### src/rtl/lgp_pkg.sv
package lgp_pkg;

    // ------------------------------------------------------------------
    // Register map, word offsets on the Avalon bus (byte address / 4).
    // ------------------------------------------------------------------
    localparam logic [2:0] LGP_ADDR_A_LATCH = 3'h0;   // Port A output latch.
    localparam logic [2:0] LGP_ADDR_A_DIR = 3'h1;     // Port A direction.
    localparam logic [2:0] LGP_ADDR_B_LATCH = 3'h2;   // Port B output latch.
    localparam logic [2:0] LGP_ADDR_B_DIR = 3'h3;     // Port B direction.
    localparam logic [2:0] LGP_ADDR_LCD_CTRL = 3'h4;  // Pin input gate and segment select.
    localparam logic [2:0] LGP_ADDR_COM_SEL = 3'h5;   // Backplane select per port A pin.
    localparam logic [2:0] LGP_ADDR_STANDBY = 3'h6;   // Standby pin float and mode.
    localparam logic [2:0] LGP_ADDR_LATCH_VIEW = 3'h7; // Read-modify-write read window.

    // ------------------------------------------------------------------
    // Field positions and reset values.
    // ------------------------------------------------------------------
    localparam int LGP_A_WIDTH = 8;                   // Pins on port A.
    localparam int LGP_B_WIDTH = 2;                   // Pins on port B.
    localparam int LGP_CTRL_GATE_BIT = 0;             // Pin input gate bit.
    localparam int LGP_CTRL_SEG_LSB = 1;              // Segment select, two bits.
    localparam int LGP_STBY_FLOAT_BIT = 0;            // Standby pin float bit.
    localparam int LGP_STBY_MODE_BIT = 1;             // Stop or watch mode active.
    localparam int LGP_VIEW_PORT_BIT = 0; // Latch view window: 0 port A, 1 port B.
    localparam logic [7:0] LGP_RST_DIR = 8'h00;       // Direction after reset.
    localparam logic [7:0] LGP_RST_LATCH = 8'h00;     // Latch after reset.
    localparam logic [7:0] LGP_RST_CTRL = 8'h00;      // Control registers after reset.
    localparam logic [31:0] LGP_UNMAPPED = 32'h00000000; // Read of a reserved word.

endpackage : lgp_pkg

### src/rtl/lgp_sync2.sv
// Two-flop synchroniser for a vector of pin levels.
module lgp_sync2 #(
    parameter int WIDTH = 8
) (
    // Clock and reset.
    input wire logic clk_in,
    input wire logic rst_in,
    // Raw and synchronised levels.
    input wire logic [WIDTH-1:0] async_in,
    output logic [WIDTH-1:0] sync_out
);

    // ------------------------------------------------------------------
    // Synchroniser stages.
    // ------------------------------------------------------------------
    logic [WIDTH-1:0] meta_ff; // First stage, read only by the second stage.
    logic [WIDTH-1:0] sync_ff; // Second stage, safe to use.
    logic [WIDTH-1:0] nxt_meta;
    logic [WIDTH-1:0] nxt_sync;

    // Next values are plain copies down the chain.
    always_comb begin
        nxt_meta = async_in;
        nxt_sync = meta_ff;
    end

    // Registers reset to low so a floating pin reads 0 at start.
    always_ff @(posedge clk_in or posedge rst_in) begin
        if (rst_in) begin
            meta_ff <= '0;
            sync_ff <= '0;
        end else begin
            meta_ff <= nxt_meta;
            sync_ff <= nxt_sync;
        end
    end

    assign sync_out = sync_ff;

endmodule // lgp_sync2

### src/rtl/lgp_pin_mux.sv
// Per-pin mux between port logic, LCD drive and standby float.
module lgp_pin_mux #(
    parameter int WIDTH = 8
) (
    // Port state.
    input wire logic [WIDTH-1:0] latch_in,
    input wire logic [WIDTH-1:0] dir_in,
    // LCD sharing.
    input wire logic [WIDTH-1:0] lcd_sel_in,
    input wire logic [WIDTH-1:0] lcd_drive_in,
    // Standby float request.
    input wire logic float_in,
    // Pin drive result.
    output logic [WIDTH-1:0] pin_o_out,
    output logic [WIDTH-1:0] pin_oe_out
);

    // ------------------------------------------------------------------
    // Output selection.
    // ------------------------------------------------------------------
    // Float wins over everything, then LCD, then the port direction.
    always_comb begin
        for (int i = 0; i < WIDTH; i++) begin
            if (float_in) begin
                pin_o_out[i] = 1'b0;
                pin_oe_out[i] = 1'b0;
            end else if (lcd_sel_in[i]) begin
                pin_o_out[i] = lcd_drive_in[i];
                pin_oe_out[i] = 1'b1;
            end else begin
                pin_o_out[i] = latch_in[i];
                pin_oe_out[i] = dir_in[i];
            end
        end
    end

endmodule // lgp_pin_mux

### src/rtl/lgp_top.sv
// Contract
// - Direction 1 drives pin from latch.
// - Direction 0 makes pin an input.
// - Output pins show the latch bit.
// - Data writes always update the latch.
// - Plain read of output bits returns latch.
// - Plain read of input bits returns pin; here only while the pin input gate bit is set, else 0.
// - Read-modify-write reads return latch always.
// - Reset clears all direction bits.
// - Standby float: pins high-Z, inputs low.
// - Standby without float keeps pins unchanged.
// - Backplane select hands port A pin to LCD.
// - Segment select hands port B pin to LCD.
// - Port A has eight pins, bits 0-7.
// - Port B has two pins, bits 0-1.
//
// Design decisions made here: the placing of the registers and the Avalon-MM slave port.

module lgp_top
    import lgp_pkg::*;
(
    // Clock and reset.
    input wire logic clk_in,
    input wire logic rst_in,
    // Avalon-MM slave.
    input wire logic [2:0] avs_address_in,
    input wire logic avs_read_in,
    input wire logic avs_write_in,
    input wire logic [31:0] avs_writedata_in,
    input wire logic [3:0] avs_byteenable_in,
    output logic [31:0] avs_readdata_out,
    output logic avs_waitrequest_out,
    // LCD controller drive levels.
    input wire logic [LGP_A_WIDTH-1:0] lcd_com_in,
    input wire logic [LGP_B_WIDTH-1:0] lcd_seg_in,
    // Port A pins.
    input wire logic [LGP_A_WIDTH-1:0] pa_pin_in,
    output logic [LGP_A_WIDTH-1:0] pa_pin_out,
    output logic [LGP_A_WIDTH-1:0] pa_pin_oe_out,
    // Port B pins.
    input wire logic [LGP_B_WIDTH-1:0] pb_pin_in,
    output logic [LGP_B_WIDTH-1:0] pb_pin_out,
    output logic [LGP_B_WIDTH-1:0] pb_pin_oe_out
);

    // ------------------------------------------------------------------
    // Register state.
    // ------------------------------------------------------------------
    logic [7:0] port_a_output_latch_ff;           // Port A latch.
    logic [7:0] port_a_direction_ff;              // Port A direction.
    logic [LGP_B_WIDTH-1:0] port_b_output_latch_ff; // Port B latch, two bits.
    logic [LGP_B_WIDTH-1:0] port_b_direction_ff;  // Port B direction, two bits.
    logic lcd_pin_input_gate_ff;                  // Pin input gate.
    logic [LGP_B_WIDTH-1:0] lcd_drive_line_select_ff; // Segment select.
    logic [7:0] com_select_ff;                    // Backplane select.
    logic standby_pin_float_ff;                   // Float pins in standby.
    logic standby_mode_ff;                        // Stop or watch mode active.
    logic view_port_ff; // Latch view window port choice.
    logic [31:0] readdata_ff;                     // Registered read data.
    logic ack_ff;                                 // Answer cycle flag.
    logic [LGP_A_WIDTH-1:0] pa_o_ff, pa_oe_ff;    // Registered pin drive.
    logic [LGP_B_WIDTH-1:0] pb_o_ff, pb_oe_ff;

    logic [7:0] nxt_a_latch, nxt_a_dir, nxt_com_sel;
    logic [LGP_B_WIDTH-1:0] nxt_b_latch, nxt_b_dir, nxt_seg_sel;
    logic nxt_gate, nxt_float, nxt_mode, nxt_view_port, nxt_ack;
    logic [31:0] nxt_readdata;

    // Synchronised pin levels and pin mux results.
    logic [LGP_A_WIDTH-1:0] pa_sync, pa_mux_o, pa_mux_oe;
    logic [LGP_B_WIDTH-1:0] pb_sync, pb_mux_o, pb_mux_oe;
    logic [LGP_A_WIDTH-1:0] pa_level;
    logic [LGP_B_WIDTH-1:0] pb_level;
    logic pin_float;

    // ------------------------------------------------------------------
    // Helper functions.
    // ------------------------------------------------------------------
    // Byte-lane merge of the low byte of a write.
    function automatic logic [7:0] lane0(input logic [7:0] old_v, input logic [31:0] wd, input logic [3:0] be);
        lane0 = be[0] ? wd[7:0] : old_v;
    endfunction

    // Mixed read: latch for output bits, pin for input bits.
    function automatic logic [7:0] mix_read(input logic [7:0] latch, input logic [7:0] dir, input logic [7:0] pin);
        mix_read = (latch & dir) | (pin & ~dir);
    endfunction

    // ------------------------------------------------------------------
    // Pin input path.
    // ------------------------------------------------------------------
    lgp_sync2 #(.WIDTH(LGP_A_WIDTH)) u_sync_a (
        .clk_in(clk_in),
        .rst_in(rst_in),
        .async_in(pa_pin_in),
        .sync_out(pa_sync)
    );

    lgp_sync2 #(.WIDTH(LGP_B_WIDTH)) u_sync_b (
        .clk_in(clk_in),
        .rst_in(rst_in),
        .async_in(pb_pin_in),
        .sync_out(pb_sync)
    );

    // Float locks the internal input low; the gate bit must be set for
    // the input buffer to pass, so a cleared gate also reads low.
    assign pin_float = standby_mode_ff & standby_pin_float_ff;
    assign pa_level = (pin_float | ~lcd_pin_input_gate_ff) ? '0 : pa_sync;
    assign pb_level = (pin_float | ~lcd_pin_input_gate_ff) ? '0 : pb_sync;

    // ------------------------------------------------------------------
    // Pin output muxes.
    // ------------------------------------------------------------------
    lgp_pin_mux #(.WIDTH(LGP_A_WIDTH)) u_mux_a (
        .latch_in(port_a_output_latch_ff),
        .dir_in(port_a_direction_ff),
        .lcd_sel_in(com_select_ff),
        .lcd_drive_in(lcd_com_in),
        .float_in(pin_float),
        .pin_o_out(pa_mux_o),
        .pin_oe_out(pa_mux_oe)
    );

    lgp_pin_mux #(.WIDTH(LGP_B_WIDTH)) u_mux_b (
        .latch_in(port_b_output_latch_ff),
        .dir_in(port_b_direction_ff),
        .lcd_sel_in(lcd_drive_line_select_ff),
        .lcd_drive_in(lcd_seg_in),
        .float_in(pin_float),
        .pin_o_out(pb_mux_o),
        .pin_oe_out(pb_mux_oe)
    );

    // ------------------------------------------------------------------
    // Bus decode and next register values.
    // ------------------------------------------------------------------
    // Each request is answered one cycle after it arrives: waitrequest
    // is high in the first cycle and drops in the second. This keeps
    // read data registered at the cost of one extra cycle per access.
    always_comb begin
        nxt_a_latch = port_a_output_latch_ff;
        nxt_a_dir = port_a_direction_ff;
        nxt_b_latch = port_b_output_latch_ff;
        nxt_b_dir = port_b_direction_ff;
        nxt_gate = lcd_pin_input_gate_ff;
        nxt_seg_sel = lcd_drive_line_select_ff;
        nxt_com_sel = com_select_ff;
        nxt_float = standby_pin_float_ff;
        nxt_mode = standby_mode_ff;
        nxt_view_port = view_port_ff;
        nxt_readdata = readdata_ff;
        nxt_ack = 1'b0;
        if ((avs_read_in | avs_write_in) & ~ack_ff) begin
            nxt_ack = 1'b1;
            if (avs_write_in) begin
                case (avs_address_in)
                    LGP_ADDR_A_LATCH: nxt_a_latch = lane0(port_a_output_latch_ff, avs_writedata_in,
                                                          avs_byteenable_in);
                    LGP_ADDR_A_DIR: nxt_a_dir = lane0(port_a_direction_ff, avs_writedata_in, avs_byteenable_in);
                    LGP_ADDR_B_LATCH: begin
                        if (avs_byteenable_in[0]) begin
                            nxt_b_latch = avs_writedata_in[LGP_B_WIDTH-1:0];
                        end
                    end
                    LGP_ADDR_B_DIR: begin
                        if (avs_byteenable_in[0]) begin
                            nxt_b_dir = avs_writedata_in[LGP_B_WIDTH-1:0];
                        end
                    end
                    LGP_ADDR_LCD_CTRL: begin
                        if (avs_byteenable_in[0]) begin
                            nxt_gate = avs_writedata_in[LGP_CTRL_GATE_BIT];
                            nxt_seg_sel = avs_writedata_in[LGP_CTRL_SEG_LSB +: LGP_B_WIDTH];
                        end
                    end
                    LGP_ADDR_COM_SEL: nxt_com_sel = lane0(com_select_ff, avs_writedata_in,
                                                          avs_byteenable_in);
                    LGP_ADDR_STANDBY: begin
                        if (avs_byteenable_in[0]) begin
                            nxt_float = avs_writedata_in[LGP_STBY_FLOAT_BIT];
                            nxt_mode = avs_writedata_in[LGP_STBY_MODE_BIT];
                        end
                    end
                    LGP_ADDR_LATCH_VIEW: begin
                        if (avs_byteenable_in[0]) begin
                            nxt_view_port = avs_writedata_in[LGP_VIEW_PORT_BIT];
                        end
                    end
                    default: ;
                endcase
            end else begin
                case (avs_address_in)
                    LGP_ADDR_A_LATCH: nxt_readdata = {24'h000000,
                        mix_read(port_a_output_latch_ff, port_a_direction_ff, pa_level)};
                    LGP_ADDR_A_DIR: nxt_readdata = {24'h000000, port_a_direction_ff};
                    LGP_ADDR_B_LATCH: nxt_readdata = {24'h000000, mix_read({6'h00, port_b_output_latch_ff},
                        {6'h00, port_b_direction_ff}, {6'h00, pb_level})};
                    LGP_ADDR_B_DIR: nxt_readdata = {30'h00000000, port_b_direction_ff};
                    LGP_ADDR_LCD_CTRL: nxt_readdata = {29'h00000000, lcd_drive_line_select_ff,
                                                       lcd_pin_input_gate_ff};
                    LGP_ADDR_COM_SEL: nxt_readdata = {24'h000000, com_select_ff};
                    LGP_ADDR_STANDBY: nxt_readdata = {30'h00000000, standby_mode_ff, standby_pin_float_ff};
                    // Read-modify-write reads see the latch, never the pins.
                    LGP_ADDR_LATCH_VIEW: nxt_readdata = view_port_ff ? {30'h00000000, port_b_output_latch_ff}
                                                               : {24'h000000, port_a_output_latch_ff};
                    default: nxt_readdata = LGP_UNMAPPED;
                endcase
            end
        end
    end

    // ------------------------------------------------------------------
    // Register update.
    // ------------------------------------------------------------------
    // Pin drive is registered too, so pins follow a write by one cycle.
    always_ff @(posedge clk_in or posedge rst_in) begin
        if (rst_in) begin
            port_a_output_latch_ff <= LGP_RST_LATCH;
            port_a_direction_ff <= LGP_RST_DIR;
            port_b_output_latch_ff <= LGP_RST_LATCH[LGP_B_WIDTH-1:0];
            port_b_direction_ff <= LGP_RST_DIR[LGP_B_WIDTH-1:0];
            lcd_pin_input_gate_ff <= LGP_RST_CTRL[0];
            lcd_drive_line_select_ff <= LGP_RST_CTRL[LGP_B_WIDTH-1:0];
            com_select_ff <= LGP_RST_CTRL;
            standby_pin_float_ff <= LGP_RST_CTRL[0];
            standby_mode_ff <= LGP_RST_CTRL[0];
            view_port_ff <= LGP_RST_CTRL[0];
            readdata_ff <= LGP_UNMAPPED;
            ack_ff <= 1'b0;
            pa_o_ff <= '0;
            pa_oe_ff <= '0;
            pb_o_ff <= '0;
            pb_oe_ff <= '0;
        end else begin
            port_a_output_latch_ff <= nxt_a_latch;
            port_a_direction_ff <= nxt_a_dir;
            port_b_output_latch_ff <= nxt_b_latch;
            port_b_direction_ff <= nxt_b_dir;
            lcd_pin_input_gate_ff <= nxt_gate;
            lcd_drive_line_select_ff <= nxt_seg_sel;
            com_select_ff <= nxt_com_sel;
            standby_pin_float_ff <= nxt_float;
            standby_mode_ff <= nxt_mode;
            view_port_ff <= nxt_view_port;
            readdata_ff <= nxt_readdata;
            ack_ff <= nxt_ack;
            pa_o_ff <= pa_mux_o;
            pa_oe_ff <= pa_mux_oe;
            pb_o_ff <= pb_mux_o;
            pb_oe_ff <= pb_mux_oe;
        end
    end

    assign avs_readdata_out = readdata_ff;
    assign avs_waitrequest_out = ~ack_ff;
    assign pa_pin_out = pa_o_ff;
    assign pa_pin_oe_out = pa_oe_ff;
    assign pb_pin_out = pb_o_ff;
    assign pb_pin_oe_out = pb_oe_ff;
endmodule // lgp_top

### config.mk
export PLATFORM = sky130hd
export DESIGN_NAME = lgp_top
export DESIGN_NICKNAME = d
export VERILOG_FILES = /design/src/rtl/lgp_pkg.sv /design/src/rtl/lgp_sync2.sv /design/src/rtl/lgp_pin_mux.sv /design/src/rtl/lgp_top.sv
export SDC_FILE = /design/constraint.sdc
export NUM_CORES = 1
export LEC_CHECK = 0
export BUFFER_PORTS_ARGS = -buffer_cell sky130_fd_sc_hd__clkbuf_2
export CORE_ASPECT_RATIO = 0.9
export CORE_MARGIN = 2
export CORE_UTILIZATION = 30
export CTS_CLUSTER_SIZE = 8
export DETAILED_ROUTE_END_ITERATION = 8
export SKIP_LAST_GASP = 1
export SYNTH_ARGS = -nofsm -noshare
export SYNTH_HDL_FRONTEND = slang
export SYNTH_HIERARCHICAL = 1
export SYNTH_SLANG_ARGS = --single-unit
### constraint.sdc
create_clock -name clk_in -period 1.65 [get_ports clk_in]
set_input_delay 0.165 -clock clk_in [delete_from_list [all_inputs] [get_ports clk_in]]
set_output_delay 0.165 -clock clk_in [all_outputs]
set_load 0.01 [all_outputs]
======== After elaboration in Yosys (flattened, before gate mapping) ========
Cells that the tools add are included.
storage, ports and cells
  word-level logic and storage cells ...... 97
  bits of input ports ..................... 63
  register bits ........................... 107
  output and inout bits ................... 53
operators by class
  mux-type cells .......................... 45
  bitwise gates (word level) .............. 15
  reductions and logical operators ........ 10
  equal/unequal tests ..................... 7
operator list
  cell                  count
  $pmux W32 S8          1
  $mux W1               41
  $reduce_and A4 Y1     8
  $and A8 B8 Y8         2
  $mux W8               2
  $eq A3 B3 Y1 const B  4
  $and A2 B8 Y8         1
  $not A2 Y8            1
  $not A8 Y8            1
  $or A2 B8 Y8          1
  $or A8 B8 Y8          1
  $eq A3 B2 Y1 const B  2
  $eq A3 B1 Y1 const B  1
  $logic_not A3 Y1      1
  $not A1 Y1            3
  $and A1 B1 Y1         2
  $and A2 B2 Y2         1
  $mux W2               1
  $or A1 B1 Y1          2
  $reduce_and A2 Y1     1

======== Depth between registers and ports, before layout ========
  word-level depth ........................ 6
  depth in mapped cells ................... 6
  gate-level depth less buffers ........... 4

======== Hierarchy ========
Netlist, hierarchy kept.
by module, submodules not included
  module                 area an instance (um2)  seq. area each (um2)  cells each  times used
  lgp_top                2870.3                  1576.5                228         1
  lgp_sync2 (u_sync_a)   404.1                   400.4                 17          1
  lgp_pin_mux (u_mux_a)  203.9                   0.0                   34          1
  lgp_sync2 (u_sync_b)   103.8                   100.1                 5           1
  lgp_pin_mux (u_mux_b)  42.5                    0.0                   8           1

======== Worst setup path after synthesis ========
OpenSTA, ideal clock, no wires.
  path type ............................... reg2reg
  start ................................... register ack_ff
  end ..................................... register port_a_direction_ff[0]
  buffers on the path ..................... 1
  period minus slack after synthesis ...... 1639 ps
  arrival time ............................ 1513 ps
  library setup time ...................... 125 ps
  required time ........................... 1525 ps
  stages on the path, launching flop included .. 6
  setup slack ............................. 11 ps
  path through ............................ dfrtp_1 inv_2 nand3_2 or4b_1 buf_4 mux2_4
on the way
  longest elaborated chain between the ends .. 3
RTL lines
  what                           RTL line        RTL
  from (decl)                    lgp_top.sv:60   logic ack_ff;
  from (signal assigned)         lgp_top.sv:247  ack_ff <= nxt_ack;
  $not A1 Y1                     --
  named net avs_waitrequest_out  lgp_top.sv:32   output logic avs_waitrequest_out,
  $and A1 B1 Y1                  lgp_top.sv:154  if ((avs_read_in | avs_write_in) & ~ack_ff) begin
  $reduce_and A4 Y1 (no line)    --
  to (signal assigned)           lgp_top.sv:237  port_a_direction_ff <= nxt_a_dir;
  to (decl)                      lgp_top.sv:50   logic [7:0] port_a_direction_ff;
The timed path passes the listed nets, and every way through them passes these cells.
A chain may end at the register's enable or synchronous reset.

======== Worst setup path in the final report ========
  start ................................... register ack_ff
  end ..................................... register port_a_direction_ff[5]
on the way
  longest elaborated chain between the ends .. 3
RTL lines
  what                         RTL line
  $not A1 Y1                   lgp_top.sv:154
  $and A1 B1 Y1                lgp_top.sv:154
  $reduce_and A4 Y1 (no line)  --
No other way between the ends.

==> results_dict.tcl <==
set metrics [dict create \
    diodes 0 \
    grt_pass1_wl_mm 12.8 \
    synthAdderAreaFrac 0 \
    synth_mux_area_frac 0.150 \
    dp_hpwl_mm 5.72 \
    pwr-share-clk 0.336 \
    coreArea_um2 11900 \
    power_frac_comb 0.195 \
    clkLatencyLatePin_ns 0.34 \
    nFillCells 1163 \
    p_leak_uw 0.00213 \
    drc 0 \
    synth-seq-area-share 0.573 \
    dieArea_um2 13000 \
    setup_viol 0 \
    drt-vias-per-instance 4.50 \
    p_sw_uw 1740 \
    syn_inst 292 \
    grt_max_degree 64 \
    relSlewSlack 0.621 \
    synth_ff_type "dfrtp_1" \
    antenna_found_initial 0 \
    p_int_uw 4240 \
    netlist_area_um2 3620 \
    synth_seq_cells 83 \
    period_minus_slack_ns 1.64 \
    min_period_over_period 0.994 \
    slew_violations 0 \
    max_freq_mhz 610 \
    startpoint_type "flop" \
    final_common_cell "dfrtp_1" \
    tightest_slew_ns 0.568 \
    wl_per_cell_um 14.5 \
    vias 2452 \
    overflow 0 \
    arrival_ns 1.86 \
    io_pins 116 \
    worst_hold_slack_ns 0.0678 \
    synth-edff-count 0 \
    nets 443 \
    cts_tree "done" \
    cts_htree_levels 3 \
    ys_async_sr_fraction 1.00 \
    clkSlewWorstSetupHoldPaths_ns 0.06 \
    grt_pass1_vias 2410 \
    status "finished clean" \
    final_area_um2 4530 \
    min_path_type "primary input to flop" \
    drive_gt1_frac 0.364 \
    layout_common_cells "83 x dfrtp_1, 64 x clkbuf_2, 34 x nor2_1" \
    grt_setup_unrepaired "yes" \
    cts_made_buffers 9 \
    portBuffers 64 \
    synth_cell_types 44 \
    clk_path_buf_depth 2 \
    syn_avg_cell_area_um2 12.4 \
    rows 38 \
    cts.sinks 83 \
    fp.dieW_um 120 \
    syn_to_final_growth_pct 25.0 \
    place.gp.congestion 0.879 \
    synth_xor_area_frac 0 \
    hold_viol 0 \
    fin_skew_ns 0.00647 \
    synth_top_family_by_area "multiplexers" \
    ant_nets 0 \
    yosys_warnings 6 \
    crit_fanout 4 \
    p_per_area_nw_per_um2 1320 \
    first_pass_iters 4 \
    max_cap_violations 0 \
    drt-initial-drc-count 147 \
    die_y_um 108 \
    placed_area_um2 4100 \
    synth_compound_area_frac 0.0711 \
    power_frac_seq 0.470 \
    start_util 0.304 \
    setup_tns_ns 0 \
    cp.required_ns 1.87 \
    clockRootBuffer "clkbuf_16" \
    synth-simple-area-share 0.126 \
    grt.total_usage 0.130 \
    crit_type "flop to flop" \
    worst_ir_drop_vdd_mv 0.434 \
    p_sw_frac 0.291 \
    wl_mm 7.93 \
    cp-end-kind "flop" \
]
==> worst max-delay path, stage by stage, from the launching register on <==
cell	delay, ns
dfrtp_1	0.39
inv_2	0.09
nand3_2	0.09
or4b_4	0.51
buf_6	0.16
mux2_4	0.29
==> synth_stat cells (2+ instances only) <==
cell type	n	area, um2
or3_1	3	18.8
nor3b_2	2	25.0
o31ai_1	7	52.6
nor2b_1	2	12.5
nand4b_1	2	17.5
buf_2	4	20.0
a21oi_1	3	15.0
o311ai_0	2	17.5
nand2b_1	7	43.8
mux2i_1	13	130
nor2_2	3	18.8
mux2_2	26	293
buf_4	25	188
nor3_1	2	10.0
nor3b_1	9	67.6
nand2_1	8	30.0
dfrtp_1	83	2080
nand3_1	2	10.0
clkbuf_1	5	18.8
nor2_1	34	128
inv_1	8	30.0
a222oi_1	5	50.1
a211oi_1	9	67.6
mux2_4	8	120
==> power groups by stage <==
stage                     clock [uW]  sequential [uW]  combinational [uW]
after floorplan                    0             2850                 707
after global placement             0             2840                1130
after detailed placement           0             2860                1160
after CTS                       2060             2820                1180
after global routing            2140             2870                1310
final                           2010             2810                1170
==> cells by family after synthesis <==
family,count (synthesis)
simple gates,83
compound gates,33
buf+inv,45
flops,83
mux,47
other cells,1
==> what timing repair did <==
item	CTS	global route
endpoints found under the setup margin	8	11
gates resized for setup	1	2
cloned	0	0
pin swaps	0	1
buffers inserted	0	1
hold buffers	11	0
endpoints found under the hold margin	93	0
==> per-layer routing <==
metal	wire length (um)	vias to the layer above	GRT usage
li1	-	1158	-
met1	3760	1208	0.179
met2	3620	78	0.196
met3	478	8	0.0417
met4	69	0	0.0429
met5	0	-	0
==> through the flow <==
stage	worst slack, ns	total power [uW]	util	cells
floorplan	0.0115	3560	-	315
global placement	0.00346	3970	0.344	517
detailed placement	-0.0138	4010	0.344	517
CTS	-0.00443	6060	0.378	544
global route	-0.0394	6330	0.380	545
finish	0.0101	5990	0.380	545
==> sequential cells by signal (all words and copies together), names as in the netlist, 2 cells and up <==
signal	count
avs_readdata_out	8
com_select_ff	8
lcd_drive_line_select_ff	2
pa_pin_oe_out	8
pa_pin_out	8
pb_pin_oe_out	2
pb_pin_out	2
port_a_direction_ff	8
port_a_output_latch_ff	8
port_b_direction_ff	2
port_b_output_latch_ff	2
u_sync_a/meta_ff	8
u_sync_a/sync_out	8
u_sync_b/meta_ff	2
u_sync_b/sync_out	2
==> worst paths after layout <==
path | start | to | slack, ns | cells past startpoint
worst max-delay path | ack_ff$_DFF_PP0_ | port_a_direction_ff[5]$_DFFE_PP0P_ | 0.01 | 5
worst min-delay path | avs_read_in | ack_ff$_DFF_PP0_ | 0.07 | 3
worst max register to register | ack_ff$_DFF_PP0_ | port_a_direction_ff[5]$_DFFE_PP0P_ | 0.01 | 5
worst min register to register | u_sync_b/meta_ff[0]$_DFF_PP0_ | u_sync_b/sync_out[0]$_DFF_PP0_ | 0.35 | 0
max in group asynchronous | rst_in | u_sync_a/sync_out[6]$_DFF_PP0_ | 0.81 | 3
min in group asynchronous | rst_in | u_sync_b/sync_out[0]$_DFF_PP0_ | 0.28 | 3
==> layout make-up <==
type | instances | area (um2) | area share
tap | 160 | 200 | 0.0442
inverter | 9 | 37.5 | 0.00828
sequential | 83 | 2080 | 0.458
multi-input combinational | 187 | 1350 | 0.298
clock buffer | 9 | 225 | 0.0497
timing repair buffer | 90 | 563 | 0.124
clock inverter | 7 | 76.3 | 0.0168
(Power assumes the default switching activity.)
